**config.mk**
```make
export PLATFORM = sky130hd
export DESIGN_NAME = apjb_ctrl
export DESIGN_NICKNAME = d
export VERILOG_FILES = /design/src/hdl/apjb_ctrl.v /design/src/hdl/apjb_pin_route.v /design/src/hdl/apjb_sync.v
export VERILOG_INCLUDE_DIRS = /design/src /design/src/hdl
export SDC_FILE = /design/constraint.sdc
export NUM_CORES = 1
export LEC_CHECK = 0
export ABC_AREA = 1
export BUFFER_PORTS_ARGS = -buffer_cell sky130_fd_sc_hd__buf_2
export CORE_ASPECT_RATIO = 1.5
export CORE_MARGIN = 4
export CORE_UTILIZATION = 28
export DETAILED_ROUTE_END_ITERATION = 16
export GPL_TIMING_DRIVEN = 0
export SLEW_MARGIN = 20
export SYNTH_ARGS = -nofsm -noshare
export SYNTH_HDL_FRONTEND = slang
export SYNTH_HIERARCHICAL = 1
export SYNTH_SLANG_ARGS = --single-unit
```
**constraint.sdc**
```tcl
create_clock -name sys_clk -period 1.4 [get_ports sys_clk]
set_input_delay 0.21 -clock sys_clk [delete_from_list [all_inputs] [get_ports sys_clk]]
set_output_delay 0.21 -clock sys_clk [all_outputs]
set_load 0.01 [all_outputs]
```
**src/hdl/apjb_map.vh**
```
// Register offsets, field positions and reset values for the aux pin, jack and bias control block
`ifndef APJB_MAP_VH
`define APJB_MAP_VH
// Register indices as printed; byte address is four times the index
`define APJB_IDX_JACK_MUTE      8'h1A
`define APJB_IDX_PIN_APP        8'h1B
`define APJB_IDX_BIAS           8'h23
`define APJB_IDX_AUX1_ROUTE     8'h2D
`define APJB_IDX_AUX2_ROUTE     8'h2E
`define APJB_IDX_STATUS         8'h30
// Reset values
`define APJB_RST_JACK_MUTE      16'h007E
`define APJB_RST_PIN_APP        16'h0048
`define APJB_RST_BIAS           16'h0010
`define APJB_RST_ROUTE          16'h0000
// Route register fields
`define APJB_ROUTE_SEL_LSB      1
`define APJB_ROUTE_APPLY_BIT    10
// Pin application register fields
`define APJB_APP_PIN1_BIT       0
`define APJB_APP_PIN2_BIT       1
`define APJB_APP_POL_BIT        2
// Jack mute register fields
`define APJB_JMUTE_LSB          7
`define APJB_JMUTE_WIDTH        6
// Bias register fields
`define APJB_BIAS_OBS_BIT       0
`define APJB_BIAS_RAMP_BIT      1
`define APJB_BIAS_FAST_BIT      2
`define APJB_BIAS_BUF_BIT       3
`define APJB_BIAS_SOFT_BIT      4
`define APJB_BIAS_MASTER_BIT    5
`define APJB_BIAS_RES_LSB       6
// Source select codes
`define APJB_SRC_AUX1_INPUT     3'h5
`define APJB_SRC_AUX1_FROM2     3'h6
`define APJB_SRC_AUX2_FROM1     3'h5
`define APJB_SRC_AUX2_INPUT     3'h6
`define APJB_SRC_ADC            3'h7
`endif

```
**src/hdl/apjb_ctrl.v**
```verilog
// Aux pin routing, jack detect auto-mute and bias control registers on AHB-Lite
`timescale 1ns/1ps
`include "apjb_map.vh"
module apjb_ctrl #(
  parameter NUM_GAIN = 6
) (
  input  wire                sys_clk,
  input  wire                rst,
  input  wire                hsel,
  input  wire [31:0]         haddr,
  input  wire [1:0]          htrans,
  input  wire                hwrite,
  input  wire [2:0]          hsize,
  input  wire [31:0]         hwdata,
  input  wire                hready,
  output reg  [31:0]         hrdata,
  output wire                hreadyout,
  output wire                hresp,
  input  wire [4:0]          portData,
  input  wire                adcData,
  input  wire                auxPin1In,
  output wire                auxPin1Out,
  output wire                auxPin1Oe,
  input  wire                auxPin2In,
  output wire                auxPin2Out,
  output wire                auxPin2Oe,
  output reg  [NUM_GAIN-1:0] gainMute,
  output reg                 outputMuteAll,
  output reg  [5:0]          outputMute,
  output reg                 outputBiasSource,
  output reg                 referenceRampSpeed,
  output reg                 fastBiasEnable,
  output reg                 referenceBufferEnable,
  output reg                 referenceSoftRampEnable,
  output reg                 masterBiasEnable,
  output reg                 adcReferenceEnable,
  output reg  [1:0]          referenceResistorSelect,
  output reg                 jackDetected
);
  reg  [15:0] jackMuteReg;
  reg  [15:0] pinAppReg;
  reg  [15:0] biasReg;
  reg  [15:0] aux1RouteReg;
  reg  [15:0] aux2RouteReg;
  reg  [2:0]  aux1Applied;
  reg  [2:0]  aux2Applied;
  reg         wrPending;
  reg  [7:0]  wrIndex;
  reg  [31:0] next_hrdata;
  wire        sync1;
  wire        sync2;
  wire        jackRaw;
  wire        aux1Use;
  wire        aux2Use;
  wire        pin1Level;
  wire        pin2Level;
  wire        accept;
  wire [7:0]  aIndex;
  wire        wordXfer;
  wire        readReq;
  wire        wrJackMute;
  wire        wrPinApp;
  wire        wrBias;
  wire        wrAux1Route;
  wire        wrAux2Route;
  wire [15:0] jackMuteView;
  wire [15:0] pinAppView;
  wire [15:0] biasView;
  wire [15:0] aux1RouteView;
  wire [15:0] aux2RouteView;
  wire [7:0]  statusWord;
  wire        jackSelected;
  wire        jackLevel;
  wire [NUM_GAIN-1:0] muteRequest;
  genvar      g;

  // Single-cycle slave: never stalls, always OKAY; unmapped indices vanish on write and read zero
  assign hreadyout = 1'b1;
  assign hresp     = 1'b0;
  // Only whole-word transfers are taken; narrower ones are answered but change nothing
  assign wordXfer  = (hsize == 3'h2);
  assign accept    = hsel & hready & htrans[1] & wordXfer;
  assign readReq   = accept & ~hwrite;
  assign aIndex    = haddr[9:2];

  // Address phase capture; the write target is held one cycle so the data phase can land it
  // Reads need no capture here because their data is loaded at the address phase itself
  always @(posedge sys_clk) begin
    if (rst) begin
      wrPending <= 1'b0;
      wrIndex   <= 8'h00;
    end else begin
      wrPending <= accept & hwrite;
      wrIndex   <= aIndex;
    end
  end

  // Register writes during the data phase; only the low 16 bits are stored
  // Unused bits of the route registers are kept and read back as written
  always @(posedge sys_clk) begin
    if (rst) begin
      jackMuteReg  <= `APJB_RST_JACK_MUTE;
      pinAppReg    <= `APJB_RST_PIN_APP;
      biasReg      <= `APJB_RST_BIAS;          // Soft ramp set, resistor off
      aux1RouteReg <= `APJB_RST_ROUTE;
      aux2RouteReg <= `APJB_RST_ROUTE;
    end else if (wrPending) begin
      case (wrIndex)
        `APJB_IDX_JACK_MUTE:  jackMuteReg  <= hwdata[15:0];
        `APJB_IDX_PIN_APP:    pinAppReg    <= hwdata[15:0];
        `APJB_IDX_BIAS:       biasReg      <= hwdata[15:0];
        `APJB_IDX_AUX1_ROUTE: aux1RouteReg <= hwdata[15:0];
        `APJB_IDX_AUX2_ROUTE: aux2RouteReg <= hwdata[15:0];
        default: ;
      endcase
    end
  end

  // Deferred routing: stored always, applied only when the apply bit is written as 1
  // Only the applied select drives a pin, so a half-written setup never glitches it
  always @(posedge sys_clk) begin
    if (rst) begin
      aux1Applied <= 3'h0;
      aux2Applied <= 3'h0;
    end else if (wrPending) begin
      if (wrIndex == `APJB_IDX_AUX1_ROUTE && hwdata[`APJB_ROUTE_APPLY_BIT]) begin
        aux1Applied <= hwdata[`APJB_ROUTE_SEL_LSB+2:`APJB_ROUTE_SEL_LSB];
      end
      if (wrIndex == `APJB_IDX_AUX2_ROUTE && hwdata[`APJB_ROUTE_APPLY_BIT]) begin
        aux2Applied <= hwdata[`APJB_ROUTE_SEL_LSB+2:`APJB_ROUTE_SEL_LSB];
      end
    end
  end

  // Write strobes for the register whose data phase is under way
  assign wrJackMute  = wrPending & (wrIndex == `APJB_IDX_JACK_MUTE);
  assign wrPinApp    = wrPending & (wrIndex == `APJB_IDX_PIN_APP);
  assign wrBias      = wrPending & (wrIndex == `APJB_IDX_BIAS);
  assign wrAux1Route = wrPending & (wrIndex == `APJB_IDX_AUX1_ROUTE);
  assign wrAux2Route = wrPending & (wrIndex == `APJB_IDX_AUX2_ROUTE);

  // A read whose address phase meets the data phase of a write to the same register
  // sees the new word, so a pipelined write then read never returns stale contents
  assign jackMuteView  = wrJackMute  ? hwdata[15:0] : jackMuteReg;
  assign pinAppView    = wrPinApp    ? hwdata[15:0] : pinAppReg;
  assign biasView      = wrBias      ? hwdata[15:0] : biasReg;
  assign aux1RouteView = wrAux1Route ? hwdata[15:0] : aux1RouteReg;
  assign aux2RouteView = wrAux2Route ? hwdata[15:0] : aux2RouteReg;

  // Status shows the applied selects and the detect as they stand at the address phase
  assign statusWord = {1'b0, aux2Applied, aux1Applied, jackDetected};

  // Read mux on the address-phase index; unmapped indices read zero
  always @* begin
    next_hrdata = 32'h00000000;
    case (aIndex)
      `APJB_IDX_JACK_MUTE:  next_hrdata = {16'h0000, jackMuteView};
      `APJB_IDX_PIN_APP:    next_hrdata = {16'h0000, pinAppView};
      `APJB_IDX_BIAS:       next_hrdata = {16'h0000, biasView};
      `APJB_IDX_AUX1_ROUTE: next_hrdata = {16'h0000, aux1RouteView};
      `APJB_IDX_AUX2_ROUTE: next_hrdata = {16'h0000, aux2RouteView};
      `APJB_IDX_STATUS:     next_hrdata = {24'h000000, statusWord};
      default:              next_hrdata = 32'h00000000;
    endcase
  end

  // Read data is loaded at the address phase so that it stands through the data phase,
  // where the master samples it; it then holds until the next read
  always @(posedge sys_clk) begin
    if (rst) begin
      hrdata <= 32'h00000000;
    end else if (readReq) begin
      hrdata <= next_hrdata;
    end
  end

  assign aux1Use = pinAppReg[`APJB_APP_PIN1_BIT];
  assign aux2Use = pinAppReg[`APJB_APP_PIN2_BIT];

  // A pin given to jack detect is never driven, whatever select is applied to it
  // Pin one routing; input code also used when the pin serves jack detect
  apjb_pin_route #(
    .INPUT_CODE (`APJB_SRC_AUX1_INPUT),
    .OTHER_CODE (`APJB_SRC_AUX1_FROM2)
  ) uRoute1 (
    .sys_clk   (sys_clk),
    .rst       (rst),
    .sourceSel (aux1Applied),
    .muxUse    (~aux1Use),
    .portData  (portData),
    .otherPin  (pin2Level),
    .adcData   (adcData),
    .pinOut    (auxPin1Out),
    .pinOe     (auxPin1Oe)
  );

  // Pin two routing
  apjb_pin_route #(
    .INPUT_CODE (`APJB_SRC_AUX2_INPUT),
    .OTHER_CODE (`APJB_SRC_AUX2_FROM1)
  ) uRoute2 (
    .sys_clk   (sys_clk),
    .rst       (rst),
    .sourceSel (aux2Applied),
    .muxUse    (~aux2Use),
    .portData  (portData),
    .otherPin  (pin1Level),
    .adcData   (adcData),
    .pinOut    (auxPin2Out),
    .pinOe     (auxPin2Oe)
  );

  // Both pins are synchronised all the time, so changing a pin's use never exposes a raw level
  // Pin levels are synchronised before any logic sees them
  apjb_sync uSync1 (
    .sys_clk (sys_clk),
    .rst     (rst),
    .asyncIn (auxPin1In),
    .syncOut (sync1)
  );

  apjb_sync uSync2 (
    .sys_clk (sys_clk),
    .rst     (rst),
    .asyncIn (auxPin2In),
    .syncOut (sync2)
  );

  // Pin-to-pin forwarding passes through the synchroniser, costing two cycles of latency
  assign pin1Level = sync1;
  assign pin2Level = sync2;
  // Pin one wins if both are set as jack inputs
  assign jackRaw      = aux1Use ? sync1 : sync2;
  // With no pin given to jack detect the switch is ignored, whatever its level
  assign jackSelected = aux1Use | aux2Use;
  // Polarity bit clear: a low level means plugged
  assign jackLevel    = pinAppReg[`APJB_APP_POL_BIT] ? jackRaw : ~jackRaw;

  // One mute request per gain stage, bit 0 being gain stage one left
  generate
    for (g = 0; g < NUM_GAIN; g = g + 1) begin : gMute
      assign muteRequest[g] = jackDetected & jackMuteReg[`APJB_JMUTE_LSB+g];
    end
  endgenerate

  // Jack detection and automatic gain muting; the mute follows the detect by one cycle
  always @(posedge sys_clk) begin
    if (rst) begin
      jackDetected <= 1'b0;
      gainMute     <= {NUM_GAIN{1'b0}};
    end else begin
      jackDetected <= jackSelected & jackLevel;
      gainMute     <= muteRequest;
    end
  end

  // Bias and output mute controls to the analogue side. The host power sequences are
  // not policed here: every write reaches the analogue controls one cycle later, so a
  // host that skips the reference charge wait gets the pop it asked for
  always @(posedge sys_clk) begin
    if (rst) begin
      outputMuteAll           <= 1'b0;
      outputMute              <= 6'h00;
      outputBiasSource        <= 1'b0;
      referenceRampSpeed      <= 1'b0;
      fastBiasEnable          <= 1'b0;
      referenceBufferEnable   <= 1'b0;
      referenceSoftRampEnable <= 1'b1;
      masterBiasEnable        <= 1'b0;
      adcReferenceEnable      <= 1'b0;
      referenceResistorSelect <= 2'h0;
    end else begin
      outputMuteAll           <= jackMuteReg[0];
      outputMute              <= jackMuteReg[6:1];
      outputBiasSource        <= biasReg[`APJB_BIAS_OBS_BIT];
      referenceRampSpeed      <= biasReg[`APJB_BIAS_RAMP_BIT];
      fastBiasEnable          <= biasReg[`APJB_BIAS_FAST_BIT];
      referenceBufferEnable   <= biasReg[`APJB_BIAS_BUF_BIT];
      referenceSoftRampEnable <= biasReg[`APJB_BIAS_SOFT_BIT];
      masterBiasEnable        <= biasReg[`APJB_BIAS_MASTER_BIT];
      adcReferenceEnable      <= biasReg[`APJB_BIAS_MASTER_BIT];
      referenceResistorSelect <= biasReg[`APJB_BIAS_RES_LSB+1:`APJB_BIAS_RES_LSB];
    end
  end
endmodule // apjb_ctrl

```
**src/hdl/apjb_pin_route.v**
```verilog
// Output mux for one auxiliary pin driven from its applied source select
`timescale 1ns/1ps
module apjb_pin_route #(
  parameter [2:0] INPUT_CODE = 3'h5,
  parameter [2:0] OTHER_CODE = 3'h6
) (
  input  wire       sys_clk,
  input  wire       rst,
  input  wire [2:0] sourceSel,
  input  wire       muxUse,
  input  wire [4:0] portData,
  input  wire       otherPin,
  input  wire       adcData,
  output reg        pinOut,
  output reg        pinOe
);
  reg next_pinOut;
  reg next_pinOe;

  // Source decode; pin is an input when chosen so or when used for jack detect
  always @* begin
    next_pinOut = 1'b0;
    next_pinOe  = muxUse;
    case (sourceSel)
      3'h0, 3'h1, 3'h2, 3'h3, 3'h4: next_pinOut = portData[sourceSel];
      INPUT_CODE: next_pinOe = 1'b0;
      OTHER_CODE: next_pinOut = otherPin;
      3'h7: next_pinOut = adcData;
      default: next_pinOut = 1'b0;
    endcase
  end

  // Registered pin drive
  always @(posedge sys_clk) begin
    if (rst) begin
      pinOut <= 1'b0;
      pinOe  <= 1'b0;
    end else begin
      pinOut <= next_pinOut;
      pinOe  <= next_pinOe;
    end
  end
endmodule // apjb_pin_route

```
**src/hdl/apjb_sync.v**
```verilog
// Two-flop synchroniser for a single level from outside the clock domain
`timescale 1ns/1ps
module apjb_sync (
  input  wire sys_clk,
  input  wire rst,
  input  wire asyncIn,
  output reg  syncOut
);
  reg stage1;

  // First stage is read only by the second
  always @(posedge sys_clk) begin
    if (rst) begin
      stage1  <= 1'b0;
      syncOut <= 1'b0;
    end else begin
      stage1  <= asyncIn;
      syncOut <= stage1;
    end
  end
endmodule // apjb_sync

```
==> results.yml, run 1 <==
synthesis:
  synth_top_family_by_area: "simple AND/OR/NAND/NOR gates"
  yosys.area_share.simple_pct: 40.90
  yosys-mux-area-fraction_pct: 0.1491
  yosys.area_share.xor_xnor_pct: 0.1305
  synth.top_cells.by_area: "sky130_fd_sc_hd__dfxtp_1 (42%), sky130_fd_sc_hd__nand2_1 (14%), sky130_fd_sc_hd__nand3_1 (12%), sky130_fd_sc_hd__nor2_1 (7.7%), sky130_fd_sc_hd__inv_1 (7.3%)"
  synth_adder_area_share_pct: 0
  synth_seq_area_share_pct: 42.06
  syn-mean-instance-area_sq_um: 6.786
  syn_area_sq_um: 6711
  synth.top_cell.area_share_pct: 42.06
  synth_largest_area_cell: "sky130_fd_sc_hd__dfxtp_1"
  synth_compound_area_share_pct: 3.318
  synth_cell_type_count: 34
  netlist_instances: 989
  synth-seq-cells: 141
  yosysWarningCount: 6
sta:
  grt_setup_unrepaired: "yes"
  final.setup_skew_ps: 10.02
  max_slew.worst_pin.slew_ps: 701.6
  max-slew-margin-rel_pct: 53.05
  layout_worst_path_cycle_share_pct: 121.6
  final_count_of_pins_violating_max_slew: 0
  max_freq_mhz: 587.5
  worst_hold_slack_ps: 16.20
  fin_ws_ps: -302.3
  finalSetupViolCount: 17
  fin_crit_ps: 1702
  report.final.hold_viol_count: 0
critical_path:
  worst-setup-path-type: "flip-flop to flip-flop"
  critical_path.endpoint_type: "flip-flop"
  critical_path.most_common_cell: "sky130_fd_sc_hd__nand2_1"
  cell_by_cell_listing_of_the_critical_path: "inv_2 -> nand2_4 -> nor2_8 -> buf_4 -> buf_6 -> nand3_1 -> nand3_1 -> nand2_1 -> nor2_1 -> nand2_1 -> nand2_1 -> a21oi_1"
  slowest_delay_ps: 300
  worst_ep_required_time_ps: 1690
  worst-endpoint-arrival_ps: 1990
  cp_num_buf_inv: 3
  critical_path.max_fanout: 10
  cp_top_family: "simple AND/OR/NAND/NOR gates"
  crit_path_top_delay_cell: "sky130_fd_sc_hd__dfxtp_1"
  worst_setup_path_start_kind: "flip-flop"
grt:
  number_of_antenna_violations_at_the_first_check_in_global_routing: 0
  gr-total-overflow: 0
  first_global_vias: 6436
  grt_pass1_wl_mm: 33.24
  grt_start_max_net_pins: 17
  grt.total_usage_pct: 16.30
die:
  die-area_sq_um: 26560
  placement_rows: 69
  core-area_sq_um: 23660
  num_io_pins: 143
  fp.dieH_um: 197.6
  initial_core_util_pct: 28.37
  floorplan.die.width_um: 134.4
routing:
  vias: 6712
  routed_wire_length_per_instance_um: 14.88
  drtIter0Drc: 397
  routed_wl_mm: 22.02
  drtAntennaViolNets: 0
  drc_errors: 0
  drt-vias-per-instance: 4.535
  dr.pass1.iters: 5
job:
  max_cap_viol_count: 0
power_and_ir_drop:
  p_sw_share_pct: 23.40
  seq_power_share_pct: 43.8
  cellLeakagePower_nw: 4.281
  power.internal_mw: 7.117
  power.net_switching_mw: 2.174
  power_mw: 9.291
  worst_vdd_rail_ir_drop_mv: 0.9122
  combPwrFrac_pct: 6.1
  power_per_cell_area_nw_per_um2: 1002
  power.clock.fraction_pct: 50.1
clock_tree:
  cts_tree: "yes"
  cts_max_path_buffers: 2
  clk_pin_slew_worst_paths_ps: 60
  clkLatencyLatePin_ps: 440
  clk_root_buffer_cell: "sky130_fd_sc_hd__clkbuf_16"
  cts_buffers: 17
  clock_sink_count: 141
  htree_num_levels: 4
cells_and_area:
  non_filler_cells_final: 1480
  final_layout_size_suffix_gt1_share_pct: 31.27
  num-nets-final: 1231
  area_delta_synth_final_pct: 38.16
  postLayoutCoreUtil_pct: 39.20
  ant_diodes: 0
min_path:
  worst_hold_path_type: "input port to flip-flop"
run_status:
  outcome: "finished, violations left"
  violations: "negative setup slack"
placed_design:
  place_ws_ps: -831.8
  placed_cells: 1407
  placement.io_buffers: 83
  dp_hpwl_mm: 15.51
  place.gp.congestion: 0.8649
[kinds of logic (layout without fill, tap and decap cells)]
| group | after synthesis | count (layout) |
|---|---|---|
| XOR/XNOR | 1 | 1 |
| multiplexers | 1 | 1 |
| flip-flops | 141 | 141 |
| buffers and inverters | 198 | 354 |
| AND/OR/NAND/NOR | 605 | 605 |
| other | 2 | 18 |
| AO/OA/AOI/OAI | 41 | 41 |
[final cells by class]
| class | count | area [sq um] |
|---|---|---|
| Timing Repair Buffer | 126 | 908.4 |
| Fill cell | 2506 | 14380 |
| Sequential cell | 141 | 2844 |
| Clock inverter | 11 | 142.6 |
| Tap cell | 319 | 399.1 |
| Inverter | 142 | 544.3 |
| Clock buffer | 20 | 456.7 |
| Buffer | 55 | 464.2 |
| Multi-Input combinational cell | 666 | 3513 |
[synthesized netlist by cell type, drive strengths merged]
library cell    n
nand3         163
nand2         262
dfxtp         141
a21oi          24
nor4            1
clkinv          2
mux2i           1
conb            2
inv           140
clkbuf         13
a211oi          1
nand4          19
o21ai          16
xor2            1
nor2          152
nor3            8
buf            43
[power groups by stage]
stage	Combinational, mW	Clock [mW]	Sequential (mW)
floorplan	0.284	0	4.16
global route	0.616	4.91	4.07
detailed placement	0.489	0	4.15
CTS	0.524	4.74	4.06
global placement	0.489	0	4.15
finish	0.568	4.66	4.07
[worst paths after layout]
kind | startpoint | endpoint | slack [ps] | cells past startpoint
worst min register to register | uSync2/stage1 | uSync2/syncOut | 410 | 2
worst min-delay path | haddr[8] | wrIndex[6] | 20 | 3
worst max-delay path | wrIndex[6] | hrdata[4] | -300 | 12
worst max register to register | wrIndex[6] | hrdata[4] | -300 | 12
[metrics by stage]
stage	cell area [sq um]	setup TNS [ps]
finish	9273	-4094
global route	9273	-5902
CTS	8698	-4059
detailed placement	7657	-45170
global placement	7657	-44270
floorplan	6843	-116.3
[state kept, by name (all words and copies together), names as in the netlist, 3 cells and up]
| register | count |
|---|---|
| aux1RouteReg | 16 |
| outputMute | 6 |
| hrdata | 16 |
| biasReg | 16 |
| jackMuteReg | 16 |
| wrIndex | 8 |
| pinAppReg | 16 |
| aux2RouteReg | 16 |
| aux2Applied | 3 |
| gainMute | 6 |
| aux1Applied | 3 |
[what timing repair did]
action	CTS	global route
gates resized for setup	65	107
hold buffers	2	0
cloned	6	5
buffers inserted	18	12
endpoints found under the hold margin	2	0
pin swaps	25	45
endpoints found under the setup margin	58	59
[cell usage in the layout, fill, tap and decap left out, types with 3 or more instances in the layout]
cell type and n:
sky130_fd_sc_hd__a21oi_2 6, sky130_fd_sc_hd__bufinv_16 3, sky130_fd_sc_hd__inv_2 13, sky130_fd_sc_hd__buf_2 87, sky130_fd_sc_hd__nand2_4 10, sky130_fd_sc_hd__nor2_4 9
sky130_fd_sc_hd__nand4_1 18, sky130_fd_sc_hd__clkbuf_1 11, sky130_fd_sc_hd__nand2_1 197, sky130_fd_sc_hd__buf_12 3, sky130_fd_sc_hd__buf_6 17, sky130_fd_sc_hd__nor3_1 7
sky130_fd_sc_hd__conb_1 18, sky130_fd_sc_hd__clkinv_2 5, sky130_fd_sc_hd__dfxtp_4 5, sky130_fd_sc_hd__dfxtp_1 134, sky130_fd_sc_hd__buf_8 10, sky130_fd_sc_hd__nor2_2 12
sky130_fd_sc_hd__a21oi_1 18, sky130_fd_sc_hd__nand2_2 52, sky130_fd_sc_hd__o21ai_1 4, sky130_fd_sc_hd__nor2_1 129, sky130_fd_sc_hd__nand3_2 31, sky130_fd_sc_hd__o21ai_2 8
sky130_fd_sc_hd__nand2_8 3, sky130_fd_sc_hd__clkbuf_16 20, sky130_fd_sc_hd__nand3_1 126, sky130_fd_sc_hd__nand3_4 6, sky130_fd_sc_hd__o21ai_0 4, sky130_fd_sc_hd__buf_4 45
sky130_fd_sc_hd__inv_1 125
[routing by layer]
metal | up-vias | track usage (%) | share of wire (%) | wire (um)
li1 | 3360 | - | - | -
met1 | 3094 | 16.73 | 38 | 8452
met2 | 195 | 29.71 | 52 | 11390
met3 | 63 | 3.236 | 3.9 | 860
met4 | 0 | 10.83 | 6.0 | 1317
met5 | - | 0 | 0 | 0
[worst register-to-register path, cell delays in order, from the launching register on]
cell and delay, ps:
sky130_fd_sc_hd__dfxtp_1 300, sky130_fd_sc_hd__inv_2 60, sky130_fd_sc_hd__nand2_4 70, sky130_fd_sc_hd__nor2_8 170
sky130_fd_sc_hd__buf_4 160, sky130_fd_sc_hd__buf_6 140, sky130_fd_sc_hd__nand3_1 110, sky130_fd_sc_hd__nand3_1 110
sky130_fd_sc_hd__nand2_1 60, sky130_fd_sc_hd__nor2_1 100, sky130_fd_sc_hd__nand2_1 120, sky130_fd_sc_hd__nand2_1 100
sky130_fd_sc_hd__a21oi_1 60
No activity file was read; power rests on OpenSTA's default activity.
==> run 2, diff against run 1 <==
--- a/config.mk
+++ b/config.mk
@@ -7,11 +7,11 @@
 export NUM_CORES = 1
 export LEC_CHECK = 0
 export ABC_AREA = 1
-export BUFFER_PORTS_ARGS = -buffer_cell sky130_fd_sc_hd__buf_2
 export CORE_ASPECT_RATIO = 1.5
 export CORE_MARGIN = 4
 export CORE_UTILIZATION = 28
 export DETAILED_ROUTE_END_ITERATION = 16
+export DONT_BUFFER_PORTS = 1
 export GPL_TIMING_DRIVEN = 0
 export SLEW_MARGIN = 20
 export SYNTH_ARGS = -nofsm -noshare
==> results.yml, run 2 (synthesis gave the netlist of run 1 again) <==
clock_tree:
  clk_root_buffer_cell: "sky130_fd_sc_hd__clkbuf_16"
  cts_max_path_buffers: 2
  cts_tree: "yes"
  clock_sink_count: 141
  htree_num_levels: 4
  cts_buffers: 17
  clk_pin_slew_worst_paths_ps: 60
  clkLatencyLatePin_ps: 430
critical_path:
  worst_setup_path_start_kind: "flip-flop"
  worst_ep_required_time_ps: 1750
  cell_by_cell_listing_of_the_critical_path: "inv_2 -> nand2_4 -> buf_12 -> nor2_8 -> buf_6 -> nand3_4 -> buf_6 -> nand2_1 -> nand2_1 -> nor2_1 -> nor2_1 -> nand2_1 -> nand2_1 -> a21oi_2"
  critical_path.most_common_cell: "sky130_fd_sc_hd__nand2_1"
  worst-endpoint-arrival_ps: 2130
  worst-setup-path-type: "flip-flop to flip-flop"
  crit_path_top_delay_cell: "sky130_fd_sc_hd__dfxtp_2"
  critical_path.max_fanout: 7
  critical_path.endpoint_type: "flip-flop"
  slowest_delay_ps: 310
routing:
  drtIter0Drc: 433
  drt-vias-per-instance: 4.635
  drtAntennaViolNets: 0
  dr.pass1.iters: 5
  drc_errors: 0
  routed_wire_length_per_instance_um: 15.45
  routed_wl_mm: 21.67
  vias: 6498
grt:
  number_of_antenna_violations_at_the_first_check_in_global_routing: 0
  grt_pass1_wl_mm: 32.77
  first_global_vias: 6108
  gr-total-overflow: 0
  grt.total_usage_pct: 16.04
  grt_start_max_net_pins: 17
min_path:
  worst_hold_path_type: "input port to flip-flop"
sta:
  worst_hold_slack_ps: 0.9925
  max_slew.worst_pin.slew_ps: 674.6
  fin_crit_ps: 1778
  layout_worst_path_cycle_share_pct: 127.0
  final_count_of_pins_violating_max_slew: 0
  grt_setup_unrepaired: "yes"
  max_freq_mhz: 562.6
  max-slew-margin-rel_pct: 55.02
  final.setup_skew_ps: 13.01
  fin_ws_ps: -377.5
  report.final.hold_viol_count: 0
  finalSetupViolCount: 37
power_and_ir_drop:
  worst_vdd_rail_ir_drop_mv: 0.7138
  power_per_cell_area_nw_per_um2: 1044
  cellLeakagePower_nw: 3.895
placed_design:
  dp_hpwl_mm: 15.59
  place.gp.congestion: 0.8951
  placement.io_buffers: 0
die:
  fp.dieH_um: 197.6
  floorplan.die.width_um: 134.4
  die-area_sq_um: 26560
  core-area_sq_um: 23660
  num_io_pins: 143
  initial_core_util_pct: 28.37
  placement_rows: 69
run_status:
  outcome: "finished, violations left"
  violations: "negative setup slack"
cells_and_area:
  final_layout_size_suffix_gt1_share_pct: 24.47
  mostFrequentLayoutCells: "sky130_fd_sc_hd__nand2_1 (197), sky130_fd_sc_hd__dfxtp_1 (135), sky130_fd_sc_hd__nor2_1 (129), sky130_fd_sc_hd__inv_1 (128), sky130_fd_sc_hd__nand3_1 (127)"
  layout.cells.most_common: "sky130_fd_sc_hd__nand2_1"
  area_delta_synth_final_pct: 31.11
  postLayoutCoreUtil_pct: 37.20
  ant_diodes: 0
  num-nets-final: 1154
job:
  max_cap_viol_count: 0
-- run 2: metrics by stage --
stage	cells	TNS [ps]	setup WS, ps	power [mW]	area, sq um
after detailed placement	1324	-22320	-610.4	4.556	7242
after CTS	1397	-4658	-308.9	9.238	8448
final	1402	-6112	-377.5	9.188	8800
after global routing	1402	-8814	-445.2	9.435	8800
after global placement	1324	-22690	-626.2	4.553	7242
after floorplan	1005	-116.3	-17.21	4.443	6843
-- run 2: final cells by class --
class | count | area [sq um]
plain buffers | 56 | 449.2
clock buffers | 20 | 456.7
clock inverters | 10 | 141.4
fillers | 2512 | 14860
inverters | 142 | 536.8
multi-input cells | 666 | 3495
flip-flops and latches | 141 | 2835
well taps | 319 | 399.1
repair buffers | 48 | 486.7
-- run 2: metal layers --
metal	track usage [%]	up-vias	share of wire, %	wire length, um
li1	-	3210	-	-
met1	16.33	3002	37	7922
met2	29.41	213	51	11150
met3	4.154	73	5.8	1247
met4	9.170	0	6.2	1347
met5	0	-	0	0
-- run 2: path summary, 6_finish.rpt --
path	startpoint	end	slack, ps	cells past startpoint
max reg2reg	wrIndex[7]	hrdata[5]	-380	14
min reg2reg	uSync2/stage1	uSync2/syncOut	400	2
min	hwdata[1]	aux1Applied[0]	1	2
max	wrIndex[7]	hrdata[5]	-380	14
-- run 2: power by group --
part           switching (mW)  internal, mW
registers              0.0298          4.05
clock network            1.75          2.87
logic                   0.324         0.166
total                    2.10          7.09
-- run 2: critical path, delay by kind of cell (launching register included) --
family / cells / cell delay [ps]
AO/OA/AOI/OAI: 1 / 110
buffers and inverters: 4 / 510
flip-flops: 1 / 310
AND/OR/NAND/NOR: 9 / 770
-- run 2: what timing repair did --
item                                   4_1_cts  5_1_grt
resized for setup                           61       91
hold buffers                                14        1
buffers inserted                            25        4
setup endpoints to repair                   48       81
gates cloned                                 4        0
endpoints found under the hold margin       19        1
pin swaps                                   16       23
==> run 3, diff against run 2 <==
--- a/config.mk
+++ b/config.mk
@@ -13,6 +13,7 @@
 export DETAILED_ROUTE_END_ITERATION = 16
 export DONT_BUFFER_PORTS = 1
 export GPL_TIMING_DRIVEN = 0
+export PLACE_DENSITY = 0.43
 export SLEW_MARGIN = 20
 export SYNTH_ARGS = -nofsm -noshare
 export SYNTH_HDL_FRONTEND = slang
==> results.yml, run 3 (synthesis gave the netlist of run 1 again) <==
run_status:
  outcome: "finished, violations left"
  violations: "negative setup slack"
cells_and_area:
  ant_diodes: 0
  mostFrequentLayoutCells: "sky130_fd_sc_hd__nand2_1 (210), sky130_fd_sc_hd__dfxtp_1 (134), sky130_fd_sc_hd__nor2_1 (129), sky130_fd_sc_hd__inv_1 (125), sky130_fd_sc_hd__nand3_1 (120)"
  num-nets-final: 1172
  non_filler_cells_final: 1422
  area_delta_synth_final_pct: 36.74
  layout.cells.most_common: "sky130_fd_sc_hd__nand2_1"
  final_layout_size_suffix_gt1_share_pct: 25.57
  filler_cell_count: 2567
clock_tree:
  clk_pin_slew_worst_paths_ps: 60
  htree_num_levels: 4
  clk_root_buffer_cell: "sky130_fd_sc_hd__clkbuf_16"
  cts_buffers: 17
  clock_sink_count: 141
  clkLatencyLatePin_ps: 430
  cts_max_path_buffers: 2
  cts_tree: "yes"
sta:
  max-slew-margin-rel_pct: 55.88
  tns_ps: -4737
  final_count_of_pins_violating_max_slew: 0
  fin_crit_ps: 1708
  layout_worst_path_cycle_share_pct: 122.0
  max_slew.worst_pin.slew_ps: 661.8
  final.setup_skew_ps: 6.383
  grt_setup_unrepaired: "yes"
  finalSetupViolCount: 25
  fin_ws_ps: -308.3
  max_freq_mhz: 585.4
  report.final.hold_viol_count: 0
die:
  placement_rows: 69
  num_io_pins: 143
  fp.dieH_um: 197.6
  initial_core_util_pct: 28.37
  floorplan.die.width_um: 134.4
  die-area_sq_um: 26560
  core-area_sq_um: 23660
routing:
  routed_wl_mm: 23.32
  routed_wire_length_per_instance_um: 16.40
  dr.pass1.iters: 4
  drtIter0Drc: 290
  vias: 6419
  drc_errors: 0
  drt-vias-per-instance: 4.514
  drtAntennaViolNets: 0
grt:
  grt_start_max_net_pins: 17
  grt_pass1_wl_mm: 34.80
  gr-total-overflow: 0
  grt.total_usage_pct: 17.51
  first_global_vias: 6299
  number_of_antenna_violations_at_the_first_check_in_global_routing: 0
min_path:
  worst_hold_path_type: "input port to flip-flop"
  min_from: "hwrite"
  worstHoldPathCells: 2
critical_path:
  worst-setup-path-type: "flip-flop to flip-flop"
  rr_startpoint: "wrIndex[2]"
  cp.depth: 12
  worst_setup_path_start_kind: "flip-flop"
  cell_by_cell_listing_of_the_critical_path: "clkinv_4 -> buf_12 -> nor2_8 -> nand3_4 -> buf_6 -> nand2_2 -> nand2_2 -> nor2_1 -> nor2_1 -> nand2_2 -> nand2_2 -> a21oi_2"
  worst-endpoint-arrival_ps: 2070
  slowest_delay_ps: 360
  crit_path_top_delay_cell: "sky130_fd_sc_hd__dfxtp_2"
  critical_path.endpoint_type: "flip-flop"
  cp_top_family: "simple AND/OR/NAND/NOR gates"
  reg2reg_slack_ps: -310
  critical_path.most_common_cell: "sky130_fd_sc_hd__nand2_2"
  r2r.worst_path.cells: 12
  worst_ep_required_time_ps: 1760
  cp_num_buf_inv: 3
  crit_path_start: "wrIndex[2]"
  critical_path.max_fanout: 5
placed_design:
  placement.io_buffers: 0
  placed_cells: 1324
  dp_hpwl_mm: 16.59
  place.gp.congestion: 0.8423
  place_ws_ps: -723.5
job:
  max_cap_viol_count: 0
power_and_ir_drop:
  power_per_cell_area_nw_per_um2: 1007
  cellLeakagePower_nw: 4.013
  worst_vdd_rail_ir_drop_mv: 0.8627
run 3: changes by cell type in the layout (fill, tap and decap cells not counted), moves of 7 or more:
cell | before | now
sky130_fd_sc_hd__nand2_1 | 197 | 210
sky130_fd_sc_hd__buf_8 | 6 | 15
sky130_fd_sc_hd__nand2_2 | 51 | 43
sky130_fd_sc_hd__nand2_4 | 13 | 5
sky130_fd_sc_hd__nand3_1 | 127 | 120
run 3: area by class of cell:
cell class / count / area (sq um) / area share, %
tap: 319 / 399.1 / 4.349
sequential: 141 / 2841 / 30.96
buffer: 56 / 490.5 / 5.344
clock inverter: 11 / 142.6 / 1.554
multi-input combinational: 666 / 3506 / 38.20
inverter: 142 / 541.8 / 5.903
clock buffer: 21 / 450.4 / 4.908
timing repair buffer: 66 / 805.8 / 8.780
run 3: power breakdown:
group	switching, mW	internal, mW	total (mW)	leakage (nW)
logic	0.341	0.186	0.527	2.59
registers	0.0318	4.04	4.08	1.15
clock network	1.80	2.84	4.64	0.275
total	2.18	7.06	9.24	4.01
run 3: repair_timing:
action,in CTS,in global routing
hold buffers,14,0
endpoints found under the hold margin,20,0
buffers inserted,37,5
resized for setup,120,45
setup endpoints to repair,66,26
pin swaps,53,35
cloned,9,1
run 3: per-layer routing:
layer | GRT usage (%) | share of wire (%)
met1 | 18.04 | 37
met2 | 32.66 | 54
met3 | 3.364 | 3.9
met4 | 10.08 | 5.1
met5 | 0 | 0
run 3: worst paths after layout:
| path | to |
|---|---|
| min reg2reg | uSync2/syncOut |
| max | hrdata[4] |
| max reg2reg | hrdata[4] |
| min | wrPending |
run 3: metrics by stage:
| step | util [%] | area [sq um] | power (mW) | hold slack, ps |
|---|---|---|---|---|
| floorplan | - | 6843 | 4.443 | 281.2 |
| global placement | 30.61 | 7242 | 4.572 | 283.3 |
| detailed placement | 30.61 | 7242 | 4.572 | 285.2 |
| CTS | 37.85 | 8954 | 9.337 | 8.923 |
| global route | 38.80 | 9178 | 9.545 | 4.850 |
| finish | 38.80 | 9178 | 9.242 | 24.60 |
